`src/verilog/hfcg_pkg.sv`:
```
// Package of constants and types for the clock generator and clock gear.
`default_nettype none
package hfcg_pkg;

  // Register addresses on the plain register port.
  localparam logic [11:0] HFCG_ADDR_GEAR = 12'hFCF;
  localparam logic [11:0] HFCG_ADDR_SYS_ONE = 12'hFDC;
  localparam logic [11:0] HFCG_ADDR_SYS_TWO = 12'hFDD;
  localparam logic [11:0] HFCG_ADDR_PORT_FUNC = 12'hF90;
  localparam logic [11:0] HFCG_ADDR_STATUS = 12'hF91;

  // Values after reset.
  localparam logic [1:0] HFCG_GEAR_RST = 2'h0;
  localparam logic [7:0] HFCG_SYS_TWO_RST = 8'h80;
  localparam logic [7:0] HFCG_PORT_FUNC_RST = 8'h00;

  // Field positions.
  localparam int HFCG_SYS_ONE_REF_SEL_BIT = 3;
  localparam int HFCG_SYS_TWO_INT_EN_BIT = 7;
  localparam int HFCG_SYS_TWO_EXT_HI_EN_BIT = 6;
  localparam int HFCG_SYS_TWO_EXT_LO_EN_BIT = 5;
  localparam int HFCG_SYS_TWO_MAIN_SEL_BIT = 4;
  localparam int HFCG_SYS_TWO_IDLE_BIT = 3;
  localparam int HFCG_SYS_TWO_TG_HALT_BIT = 2;
  localparam int HFCG_PORT_FUNC_HI_BIT = 0;
  localparam int HFCG_PORT_FUNC_LO_BIT = 2;

  // Gear codes and the divide exponent each one selects.
  localparam logic [1:0] HFCG_GEAR_DIV4 = 2'h0;
  localparam logic [1:0] HFCG_GEAR_DIV2 = 2'h1;
  localparam logic [1:0] HFCG_GEAR_DIV1 = 2'h2;
  localparam logic [1:0] HFCG_LOG2_DIV4 = 2'h2;
  localparam logic [1:0] HFCG_LOG2_DIV2 = 2'h1;
  localparam logic [1:0] HFCG_LOG2_DIV1 = 2'h0;

  // Resynchronisation of the reference clock, in source clock periods.
  // The new clock pause is 2.5 periods, rounded up to whole ticks.
  localparam real HFCG_OLD_SYNC_PERIODS = 2.0;
  localparam real HFCG_NEW_SYNC_PERIODS = 2.5;
  localparam logic [1:0] HFCG_OLD_SYNC_TICKS =
    2'(int'($ceil(HFCG_OLD_SYNC_PERIODS)));
  localparam logic [1:0] HFCG_NEW_SYNC_TICKS =
    2'(int'($ceil(HFCG_NEW_SYNC_PERIODS)));

  // Register port request from software.
  typedef struct packed {
    logic [11:0] addr;
    logic [7:0] wdata;
    logic wr;
    logic rd;
  } hfcg_bus_req_t;

  // Oscillator enables as driven to the oscillator circuits.
  typedef struct packed {
    logic int_high;
    logic ext_high;
    logic ext_low;
  } hfcg_osc_en_t;

  // Oscillator ticks, one cycle per oscillator period.
  typedef struct packed {
    logic int_high;
    logic ext_high;
    logic ext_low;
  } hfcg_osc_tick_t;

  // Pin function of the oscillator pin pairs.
  typedef struct packed {
    logic high_osc_pin_function;
    logic low_osc_pin_function;
  } hfcg_pin_func_t;

  // Reference clock switch states.
  typedef enum logic [1:0] {
    HFCG_REF_STEADY,
    HFCG_REF_SYNC_OLD,
    HFCG_REF_SYNC_NEW
  } hfcg_ref_state_t;

endpackage
`default_nettype wire

```
`src/verilog/hfcg_rst_sync.sv`:
```
// Two flip-flop release synchroniser for the active low reset.
`timescale 1ns/1ps
`default_nettype none
module hfcg_rst_sync
  import hfcg_pkg::*;
(
  input wire logic core_clk,
  input wire logic rstn,
  output logic rst_n_sync
);

  logic meta_q;
  logic sync_q;

  // Assertion is immediate, release waits two edges to avoid metastability.
  always_ff @(posedge core_clk or negedge rstn)
  begin
    if (!rstn)
    begin
      meta_q <= 1'b0;
      sync_q <= 1'b0;
    end
    else
    begin
      meta_q <= 1'b1;
      sync_q <= meta_q;
    end
  end

  assign rst_n_sync = sync_q;

endmodule
`default_nettype wire

```
`src/verilog/hfcg_tick_div.sv`:
```
// Tick stream divider by one, two or four.
`timescale 1ns/1ps
`default_nettype none
module hfcg_tick_div
  import hfcg_pkg::*;
#(
  parameter int CNT_W = 2
)
(
  input wire logic core_clk,
  input wire logic rst_n,
  input wire logic in_tick,
  input wire logic [1:0] div_log2,
  output logic out_tick
);

  logic [CNT_W-1:0] cnt_q;
  logic [CNT_W-1:0] last_cnt;
  logic out_tick_q;

  // Terminal count is two to the power of the exponent, minus one.
  assign last_cnt = CNT_W'((1 << div_log2) - 1);

  // A shortened divide after a gear change restarts cleanly from zero.
  always_ff @(posedge core_clk or negedge rst_n)
  begin
    if (!rst_n)
    begin
      cnt_q <= '0;
      out_tick_q <= 1'b0;
    end
    else
    begin
      out_tick_q <= 1'b0;
      if (in_tick)
      begin
        if (cnt_q >= last_cnt)
        begin
          cnt_q <= '0;
          out_tick_q <= 1'b1;
        end
        else
        begin
          cnt_q <= cnt_q + 1'b1;
        end
      end
    end
  end

  assign out_tick = out_tick_q;

endmodule
`default_nettype wire

```
`src/verilog/hfcg_clock_gen.sv`:
```
// Clock generator and clock gear with prohibited combination guard.
`timescale 1ns/1ps
`default_nettype none
module hfcg_clock_gen
  import hfcg_pkg::*;
(
  input wire logic core_clk,
  input wire logic rstn,
  input wire hfcg_bus_req_t bus_req,
  output logic [7:0] rd_data,
  input wire hfcg_osc_tick_t osc_tick,
  input wire logic stop_mode_enter,
  output hfcg_osc_en_t osc_en,
  output hfcg_pin_func_t pin_func,
  output logic [7:0] port_zero_function_control,
  output logic high_ref_clock_tick,
  output logic gear_tick,
  output logic sys_tick,
  output logic main_sel_active,
  output logic ref_sel_active,
  output logic cpu_idle,
  output logic tg_halt,
  output logic sys_clk_reset_req
);

  logic rst_n;
  logic [1:0] gear_divide_select_q;
  logic ref_sel_q;
  logic int_en_q;
  logic ext_hi_en_q;
  logic ext_lo_en_q;
  logic main_sel_q;
  logic idle_q;
  logic tg_halt_q;
  logic [7:0] port_func_q;
  logic ref_active_q;
  logic main_active_q;
  hfcg_ref_state_t ref_state_q;
  logic [1:0] sync_cnt_q;
  logic ref_tick_q;
  logic sys_tick_q;
  logic reset_req_q;
  logic [7:0] rd_data_q;
  logic wr_gear;
  logic wr_sys_one;
  logic wr_sys_two;
  logic wr_port;
  logic old_tick;
  logic new_tick;
  logic [1:0] gear_log2;
  logic gear_tick_w;
  logic low_div_tick;
  logic hi_pin_func;
  logic fault_all_off;
  logic fault_low_off;
  logic fault_int_off;
  logic fault_ext_off;
  logic fault_pins;
  logic fault_any;
  logic ref_pending;
  logic main_pending;

  // Local reset release through two flip-flops.
  hfcg_rst_sync u_rst_sync (
    .core_clk(core_clk),
    .rstn(rstn),
    .rst_n_sync(rst_n)
  );

  // Write strobes decoded from the address.
  always_comb
  begin
    wr_gear = 1'b0;
    wr_sys_one = 1'b0;
    wr_sys_two = 1'b0;
    wr_port = 1'b0;
    if (bus_req.addr == HFCG_ADDR_GEAR)
    begin
      wr_gear = bus_req.wr;
    end
    else if (bus_req.addr == HFCG_ADDR_SYS_ONE)
    begin
      wr_sys_one = bus_req.wr;
    end
    else if (bus_req.addr == HFCG_ADDR_SYS_TWO)
    begin
      wr_sys_two = bus_req.wr;
    end
    else if (bus_req.addr == HFCG_ADDR_PORT_FUNC)
    begin
      wr_port = bus_req.wr;
    end
  end

  // Gear field; software owns it and the reset value selects divide by four.
  always_ff @(posedge core_clk or negedge rst_n)
  begin
    if (!rst_n)
    begin
      gear_divide_select_q <= HFCG_GEAR_RST;
    end
    else if (wr_gear)
    begin
      gear_divide_select_q <= bus_req.wdata[1:0];
    end
  end

  // Reference select. A write while slow mode is selected is dropped, since the
  // resynchroniser needs the high clocks that slow mode may have stopped.
  always_ff @(posedge core_clk or negedge rst_n)
  begin
    if (!rst_n)
    begin
      ref_sel_q <= 1'b0;
    end
    else if (wr_sys_one && !main_sel_q)
    begin
      ref_sel_q <= bus_req.wdata[HFCG_SYS_ONE_REF_SEL_BIT];
    end
  end

  // Oscillator enables. Stop entry turns off both external oscillators in
  // hardware and wins over a write in the same cycle.
  always_ff @(posedge core_clk or negedge rst_n)
  begin
    if (!rst_n)
    begin
      int_en_q <= HFCG_SYS_TWO_RST[HFCG_SYS_TWO_INT_EN_BIT];
      ext_hi_en_q <= HFCG_SYS_TWO_RST[HFCG_SYS_TWO_EXT_HI_EN_BIT];
      ext_lo_en_q <= HFCG_SYS_TWO_RST[HFCG_SYS_TWO_EXT_LO_EN_BIT];
    end
    else if (stop_mode_enter)
    begin
      ext_hi_en_q <= 1'b0;
      ext_lo_en_q <= 1'b0;
    end
    else if (wr_sys_two)
    begin
      int_en_q <= bus_req.wdata[HFCG_SYS_TWO_INT_EN_BIT];
      ext_hi_en_q <= bus_req.wdata[HFCG_SYS_TWO_EXT_HI_EN_BIT];
      ext_lo_en_q <= bus_req.wdata[HFCG_SYS_TWO_EXT_LO_EN_BIT];
    end
  end

  // Main select and the two low power control bits of the same register.
  always_ff @(posedge core_clk or negedge rst_n)
  begin
    if (!rst_n)
    begin
      main_sel_q <= HFCG_SYS_TWO_RST[HFCG_SYS_TWO_MAIN_SEL_BIT];
      idle_q <= HFCG_SYS_TWO_RST[HFCG_SYS_TWO_IDLE_BIT];
      tg_halt_q <= HFCG_SYS_TWO_RST[HFCG_SYS_TWO_TG_HALT_BIT];
    end
    else if (wr_sys_two)
    begin
      main_sel_q <= bus_req.wdata[HFCG_SYS_TWO_MAIN_SEL_BIT];
      idle_q <= bus_req.wdata[HFCG_SYS_TWO_IDLE_BIT];
      tg_halt_q <= bus_req.wdata[HFCG_SYS_TWO_TG_HALT_BIT];
    end
  end

  // Port function bits; reset returns the pins to ports.
  always_ff @(posedge core_clk or negedge rst_n)
  begin
    if (!rst_n)
    begin
      port_func_q <= HFCG_PORT_FUNC_RST;
    end
    else if (wr_port)
    begin
      port_func_q <= bus_req.wdata;
    end
  end

  assign hi_pin_func = port_func_q[HFCG_PORT_FUNC_HI_BIT];

  // Ticks of the clock now running as reference and of the one requested.
  assign old_tick = ref_active_q ? osc_tick.ext_high : osc_tick.int_high;
  assign new_tick = ref_sel_q ? osc_tick.ext_high : osc_tick.int_high;
  assign ref_pending = (ref_state_q != HFCG_REF_STEADY);

  // Reference switch: finish two periods of the old clock, then hold the
  // reference still for three ticks of the new one while the two
  // clocks are aligned. No glitch reaches the gear this way.
  always_ff @(posedge core_clk or negedge rst_n)
  begin
    if (!rst_n)
    begin
      ref_state_q <= HFCG_REF_STEADY;
      sync_cnt_q <= 2'h0;
      ref_active_q <= 1'b0;
    end
    else
    begin
      case (ref_state_q)
        HFCG_REF_STEADY:
        begin
          if (ref_sel_q != ref_active_q)
          begin
            ref_state_q <= HFCG_REF_SYNC_OLD;
            sync_cnt_q <= 2'h0;
          end
        end
        HFCG_REF_SYNC_OLD:
        begin
          if (old_tick)
          begin
            if (sync_cnt_q == HFCG_OLD_SYNC_TICKS - 2'h1)
            begin
              ref_state_q <= HFCG_REF_SYNC_NEW;
              sync_cnt_q <= 2'h0;
            end
            else
            begin
              sync_cnt_q <= sync_cnt_q + 2'h1;
            end
          end
        end
        HFCG_REF_SYNC_NEW:
        begin
          if (new_tick)
          begin
            if (sync_cnt_q == HFCG_NEW_SYNC_TICKS - 2'h1)
            begin
              ref_state_q <= HFCG_REF_STEADY;
              ref_active_q <= ref_sel_q;
              sync_cnt_q <= 2'h0;
            end
            else
            begin
              sync_cnt_q <= sync_cnt_q + 2'h1;
            end
          end
        end
        default:
        begin
          ref_state_q <= HFCG_REF_STEADY;
        end
      endcase
    end
  end

  // Reference ticks follow the active source and pause while aligning.
  always_ff @(posedge core_clk or negedge rst_n)
  begin
    if (!rst_n)
    begin
      ref_tick_q <= 1'b0;
    end
    else
    begin
      ref_tick_q <= old_tick && (ref_state_q != HFCG_REF_SYNC_NEW);
    end
  end

  // Reserved gear code falls back to the slowest setting.
  always_comb
  begin
    case (gear_divide_select_q)
      HFCG_GEAR_DIV4: gear_log2 = HFCG_LOG2_DIV4;
      HFCG_GEAR_DIV2: gear_log2 = HFCG_LOG2_DIV2;
      HFCG_GEAR_DIV1: gear_log2 = HFCG_LOG2_DIV1;
      default: gear_log2 = HFCG_LOG2_DIV4;
    endcase
  end

  // Gear divider on the reference tick stream.
  hfcg_tick_div #(
    .CNT_W(2)
  ) u_gear_div (
    .core_clk(core_clk),
    .rst_n(rst_n),
    .in_tick(ref_tick_q),
    .div_log2(gear_log2),
    .out_tick(gear_tick_w)
  );

  // Slow mode clock is the low oscillator divided by four.
  hfcg_tick_div #(
    .CNT_W(2)
  ) u_low_div (
    .core_clk(core_clk),
    .rst_n(rst_n),
    .in_tick(osc_tick.ext_low),
    .div_log2(HFCG_LOG2_DIV4),
    .out_tick(low_div_tick)
  );

  assign main_pending = (main_sel_q != main_active_q);

  // Main clock switch completes on the first tick of the destination.
  always_ff @(posedge core_clk or negedge rst_n)
  begin
    if (!rst_n)
    begin
      main_active_q <= 1'b0;
    end
    else if (main_pending)
    begin
      if (main_sel_q ? low_div_tick : gear_tick_w)
      begin
        main_active_q <= main_sel_q;
      end
    end
  end

  // System tick from the source that is actually running.
  always_ff @(posedge core_clk or negedge rst_n)
  begin
    if (!rst_n)
    begin
      sys_tick_q <= 1'b0;
    end
    else
    begin
      sys_tick_q <= main_active_q ? low_div_tick : gear_tick_w;
    end
  end

  // Prohibited combinations. Both the requested and the still running
  // selection are checked, so stopping the old source early also trips.
  assign fault_all_off = !int_en_q && !ext_hi_en_q && !ext_lo_en_q;
  assign fault_low_off = (main_sel_q || main_active_q) && !ext_lo_en_q;
  assign fault_int_off = !int_en_q &&
    ((!main_sel_q && !ref_sel_q) ||
     (!main_active_q && (!ref_active_q || ref_pending)));
  assign fault_ext_off = !ext_hi_en_q &&
    ((!main_sel_q && ref_sel_q) ||
     (!main_active_q && (ref_active_q || ref_pending)));
  assign fault_pins = ext_hi_en_q && !hi_pin_func;
  assign fault_any = fault_all_off || fault_low_off || fault_int_off ||
    fault_ext_off || fault_pins;

  // One registered request toward the system reset logic.
  always_ff @(posedge core_clk or negedge rst_n)
  begin
    if (!rst_n)
    begin
      reset_req_q <= 1'b0;
    end
    else
    begin
      reset_req_q <= fault_any;
    end
  end

  // Read data stands in the cycle after the read strobe only.
  always_ff @(posedge core_clk or negedge rst_n)
  begin
    if (!rst_n)
    begin
      rd_data_q <= 8'h00;
    end
    else
    begin
      rd_data_q <= 8'h00;
      if (bus_req.rd)
      begin
        if (bus_req.addr == HFCG_ADDR_GEAR)
        begin
          rd_data_q <= {6'h00, gear_divide_select_q};
        end
        else if (bus_req.addr == HFCG_ADDR_SYS_ONE)
        begin
          rd_data_q[HFCG_SYS_ONE_REF_SEL_BIT] <= ref_sel_q;
        end
        else if (bus_req.addr == HFCG_ADDR_SYS_TWO)
        begin
          rd_data_q <= {int_en_q, ext_hi_en_q, ext_lo_en_q, main_sel_q,
                        idle_q, tg_halt_q, 2'h0};
        end
        else if (bus_req.addr == HFCG_ADDR_PORT_FUNC)
        begin
          rd_data_q <= port_func_q;
        end
        else if (bus_req.addr == HFCG_ADDR_STATUS)
        begin
          rd_data_q <= {ref_pending, main_pending, ref_active_q,
                        main_active_q, fault_all_off, fault_low_off,
                        fault_int_off || fault_ext_off, fault_pins};
        end
      end
    end
  end

  // Outputs, all from flip-flops.
  assign rd_data = rd_data_q;
  assign osc_en.int_high = int_en_q;
  assign osc_en.ext_high = ext_hi_en_q;
  assign osc_en.ext_low = ext_lo_en_q;
  assign pin_func.high_osc_pin_function = hi_pin_func;
  assign pin_func.low_osc_pin_function = port_func_q[HFCG_PORT_FUNC_LO_BIT];
  assign port_zero_function_control = port_func_q;
  assign high_ref_clock_tick = ref_tick_q;
  assign gear_tick = gear_tick_w;
  assign sys_tick = sys_tick_q;
  assign main_sel_active = main_active_q;
  assign ref_sel_active = ref_active_q;
  assign cpu_idle = idle_q;
  assign tg_halt = tg_halt_q;
  assign sys_clk_reset_req = reset_req_q;

endmodule
`default_nettype wire

```
`config.mk`:
```
export PLATFORM = sky130hd
export DESIGN_NAME = hfcg_clock_gen
export DESIGN_NICKNAME = d
export VERILOG_FILES = /design/src/verilog/hfcg_pkg.sv /design/src/verilog/hfcg_rst_sync.sv /design/src/verilog/hfcg_tick_div.sv /design/src/verilog/hfcg_clock_gen.sv
export SDC_FILE = /design/constraint.sdc
export NUM_CORES = 1
export LEC_CHECK = 0
export BUFFER_PORTS_ARGS = -buffer_cell sky130_fd_sc_hd__buf_2
export CAP_MARGIN = 20
export CORE_MARGIN = 2
export CORE_UTILIZATION = 35
export DETAILED_ROUTE_END_ITERATION = 16
export PLACE_DENSITY = 0.58
export RECOVER_POWER = 100
export SYNTH_ARGS = -nofsm -noshare
export SYNTH_HDL_FRONTEND = slang
export SYNTH_SLANG_ARGS = --single-unit
```
`constraint.sdc`:
```
create_clock -name core_clk -period 3.9 [get_ports core_clk]
set_clock_uncertainty 0.15 [all_clocks]
set_input_delay 0.585 -clock core_clk [delete_from_list [all_inputs] [get_ports core_clk]]
set_output_delay 0.585 -clock core_clk [all_outputs]
set_load 0.01 [all_outputs]
```
* Word level (Yosys, flattened, before mapping)
Index checks and enable logic that the tools add are counted.
** Storage, ports and cells
- Bits in registers :: 42
- Output and inout bits :: 29
- Word-level logic and storage cells :: 134
** Operators by class
- Add/subtract/negate cells :: 4
- $lt $le $gt $ge :: 2
- Equality and inequality tests :: 19
- Shift operators :: 1
- Muxes and demuxes :: 45
- Bitwise operators :: 1
- Reductions and logical operators :: 39
** Operators with widths (number)
- $eq A12 B12 Y1 const B :: 5
- $mux W8 :: 5
- $mux W2 :: 12
- $mux W1 :: 23
- $logic_and A1 B1 Y1 :: 12
- $ne A2 B2 Y1 const B :: 6
- $pmux W2 S3 :: 2
- $logic_or A1 B1 Y1 :: 10
- $logic_not A1 Y1 :: 8
- $add A2 B1 Y2 const B :: 3
- $eq A2 B1 Y1 const B :: 3
- $eq A2 B2 Y1 const B :: 3
- $reduce_and A5 Y1 :: 1
- $mux W4 :: 1
- $pmux W2 S2 :: 1
- $reduce_and A2 Y1 :: 2
- $reduce_and A4 Y1 :: 1
- $reduce_bool A2 Y1 :: 2
- $mux W3 :: 1
- $reduce_and A3 Y1 :: 1
- $reduce_bool A3 Y1 :: 1
- $ge A2 B2 Y1 :: 1
- $ge A2 B2 Y1 const B :: 1
- $logic_not A2 Y1 :: 1
- 4 further kinds :: 5

* Logic depth before layout (Yosys ltp)
- Word-level depth :: 12
- Depth in mapped cells :: 8

* Hierarchy
A second synthesis with hierarchy kept.
** Unflattened totals
- Cells, all modules :: 219
- Area total of the unflattened synthesis :: 2339.7 µm²
** By module, submodules not included
- hfcg_clock_gen :: instances 1, cells each 184, area an instance 1920.6 µm²
- hfcg_tick_div :: instances 2, cells each 16, area an instance 182.7 µm²
- hfcg_rst_sync :: instances 1, cells each 3, area an instance 53.8 µm²

* Least setup slack after synthesis
No wires, ideal clock.
- Kind :: input port to flip-flop
- Start :: input bus_req[11] in the netlist's numbering
- End :: register int_en_q
- Setup time :: 85 ps
- Arrival :: 1682 ps
- Data required time :: 3665 ps
- Slack :: 1984 ps
- Cell stages on the path :: 4
- Buffers on the path :: 0
- Path through :: nand4bb_4 > nor4_4 > and2b_1 > mux2_1
** Between the ends
- Word-level cells in the longest chain between the ends :: 5
** Ends and longest elaborated chain
- start: declaration :: line hfcg_clock_gen.sv:9 : input wire hfcg_bus_req_t bus_req,
- $eq A12 B12 Y1 :: line hfcg_clock_gen.sv:85 : else if (bus_req.addr == HFCG_ADDR_SYS_TWO)
- $mux W1 :: line hfcg_clock_gen.sv:85
- $mux W1 :: line hfcg_clock_gen.sv:81 : else if (bus_req.addr == HFCG_ADDR_SYS_ONE)
- $mux W1 (*) :: line hfcg_clock_gen.sv:77 : if (bus_req.addr == HFCG_ADDR_GEAR)
- $reduce_and A2 Y1 (no line) (*)
- end signal: assignment :: line hfcg_clock_gen.sv:128 : int_en_q <= HFCG_SYS_TWO_RST[HFCG_SYS_TWO_INT_EN_BIT];
- end signal: assignment :: line hfcg_clock_gen.sv:139 : int_en_q <= bus_req.wdata[HFCG_SYS_TWO_INT_EN_BIT];
- end: declaration :: line hfcg_clock_gen.sv:29 : logic int_en_q;
Mark *: on every way between the ends. The rest lies on a longest branch, timed or not.
A chain may end at the register's enable or synchronous reset.

* Worst setup path in the final report
- Start :: input bus_req[10] in the netlist's numbering
- End :: register int_en_q
The elaborated chain is that of the path after synthesis.

==> impl_metrics.toml <==
[final_layout]
diodes = 0
final_layout_size_suffix_gt1_share_pct = 21.2
area_growth_pct = 15.2
fin_util_pct = 41.2
nets = 291

[global_route]
grt_pass1_wl_mm = 8.40
grt_pass1_vias = 1696
grt_max_degree = 41
track_usage_pct = 14.8
grt_antenna_before_repair = 0
grt_overflow_total = 0

[yosys]
synth_common_cells = "dfrtp_1, mux2_2, nor2_1"
synth.most_common_cell = "dfrtp_1"
ys_ff_latch = 42
synth_cell_types = 51
synth_largest_area_cell = "dfrtp_1"
synth_edf_count = 0
ys_seq_area_share_pct = 46.9
synth_area_leaders = "dfrtp_1, mux2_2, ha_1, mux2i_1, nor2_1"
avgSynthCellArea_um2 = 11.4
synth_nets = 234
synth_warnings = 0
async_flop_share_pct = 100
syn-cell-area_um2 = 2240
synth_top_area_share_pct = 45.7
netlist_instances = 197
ys.flop_type = "dfrtp_1"

[sta]
fin_ws_ps = 1190
period_minus_slack_ps = 2710
rsz0062_at_grt = "false"
final_hold_viol_count = 0
relSlewSlack_pct = -41.5
worst_pin_slew_ps = 2120
finalCritPeriodShare_pct = 69.6
setup_viol = 0
final.setup.tns_ps = 0
drv_slew = 41
fmaxAchievable_mhz = 369
whs_ps = 205

[power]
vdd_drop_max_v = 0.000171
power-per-cell-area_nw_per_um2 = 455
finalPower_mw = 1.18
leakage_nw = 1.19

[placement]
place_ws_ps = 1700
globalplace.congestion = 0.792
dpl.hpwl_mm = 3.86
port_buffers = 56

[setup_path]
crit_path_end_kind = "register"
arrival_ps = 2780
critPathLaunchType = "input port"
worstReg2RegEnd = "ext_hi_en_q"
crit_path_max_incr_delay_ps = 1000
required_ps = 3970
reg2reg_slack_ps = 1590
cp_cell_sequence = "clkbuf_1, nand2_1, nor4_1, and2b_1, mux2_1"
worst_path_max_delay_cell = "nor4_1"
path_delay_family = "simple AND/OR/NAND/NOR gates"
reg2reg_depth = 1
path_class = "in -> reg"
cp_max_fo = 14
reg2reg_from = "u_rst_sync.rst_n_sync"
crit_buf_inv = 1

[drt]
ant_nets = 0
avgViaCountPerCell = 5.15
drtPass1Iterations = 4
wire_per_inst_um = 15.0
drt-initial-drc-count = 45
routed_wl_mm = 4.97
route.detailed.drc = 0
vias = 1710

[clocking]
clkTransAtPathRegs_ps = 70
post_cts_buffers = 0
clockRootBuffer = "clkbuf_8"
cts_tree = "built"
postCtsHoldBufs = 1
cts_buffers = 5
cts_max_level = 2
cts.sinks = 42
cts_resized = 0
clockBufferDepth = 2
clk_latency_ps = 290

[floorplan]
io_pins = 57
core_area_um2 = 6280
fp.dieH_um = 84.1
die_w_um = 84.1
dieArea_um2 = 7070
start_util_pct = 35.7
fp-row-count = 29

[job]
cap_viol_max_count = 1

[status]
status = "finished with violations"
violations = "max-capacitance violations, max-slew violations"

[worst_hold_path]
hold_path_class = "reg -> reg"
hold_start = "u_rst_sync.meta_q"
min_delay_path_depth = 0
hold-path-endpoint = "u_rst_sync.rst_n_sync"
[kinds of logic (layout without fill, tap and decap cells)]
group | count (synthesis) | in the layout | share of synthesized area [%]
xor gates and xnor gates | 2 | 2 | 0.781
muxes | 28 | 28 | 13.6
DFF | 42 | 42 | 46.9
buffers and inverters | 22 | 80 | 4.80
adders and majority gates | 9 | 9 | 5.02
other | 1 | 1 | 0.167
AOI/OAI and AO/OA | 33 | 33 | 11.5
and+or+nand+nor | 60 | 60 | 17.2
[where the power goes]
part	leakage (nW)	total [mW]	internal, mW	switching [mW]
Sequential	0.549	0.544	0.494	0.0502
Combinational	0.594	0.353	0.168	0.185
Clock	0.0482	0.280	0.143	0.137
Total	1.19	1.18	0.805	0.372
[flip-flops by register name, indices dropped and copies added, names as in the netlist, 2 cells and up]
signal,count
port_zero_function_control,8
rd_data,8
gear_divide_select_q,2
ref_state_q,2
sync_cnt_q,2
u_gear_div.cnt_q,2
u_low_div.cnt_q,2
[placed cells by master (no fill, tap or decap), drive strengths merged, types with 8 or more instances in the layout]
cell    count
mux2       20
inv        14
mux2i       8
dfrtp      41
clkbuf     41
buf        23
nand3       8
nor2       16
ha          9
[per-layer routing]
metal / part of all wire [%] / global-route usage [%]
met5: 0 / 0
met4: 0.88 / 4.11
met3: 5.2 / 4.25
met2: 47 / 23.5
met1: 47 / 19.7
[worst max path at each step]
stage	cells after the start	slack (ps)	startpoint	end
floorplan	4	1980	bus_req[11]	int_en_q
global placement	5	1720	bus_req[11]	int_en_q
detailed placement	5	1700	bus_req[11]	int_en_q
CTS	6	1790	ref_state_q[0]	ref_state_q[0]
global route	5	980	bus_req[10]	int_en_q
finish	5	1190	bus_req[10]	int_en_q
[layout make-up]
type,count,area (um^2)
Fill cell,652,3690
Sequential cell,42,1050
Multi-Input combinational cell,133,1040
Timing Repair Buffer,58,253
Tap cell,77,96.3
Clock buffer,7,86.3
Inverter,14,52.6
Clock inverter,1,5.00
[through the flow]
step | instance area [um^2] | instances
6_report | 2580 | 332
5_1_grt | 2580 | 332
4_1_cts | 2670 | 332
3_5_place_dp | 2570 | 323
3_3_place_gp | 2570 | 323
2_1_floorplan | 2240 | 197
(Power assumes the default switching activity.)
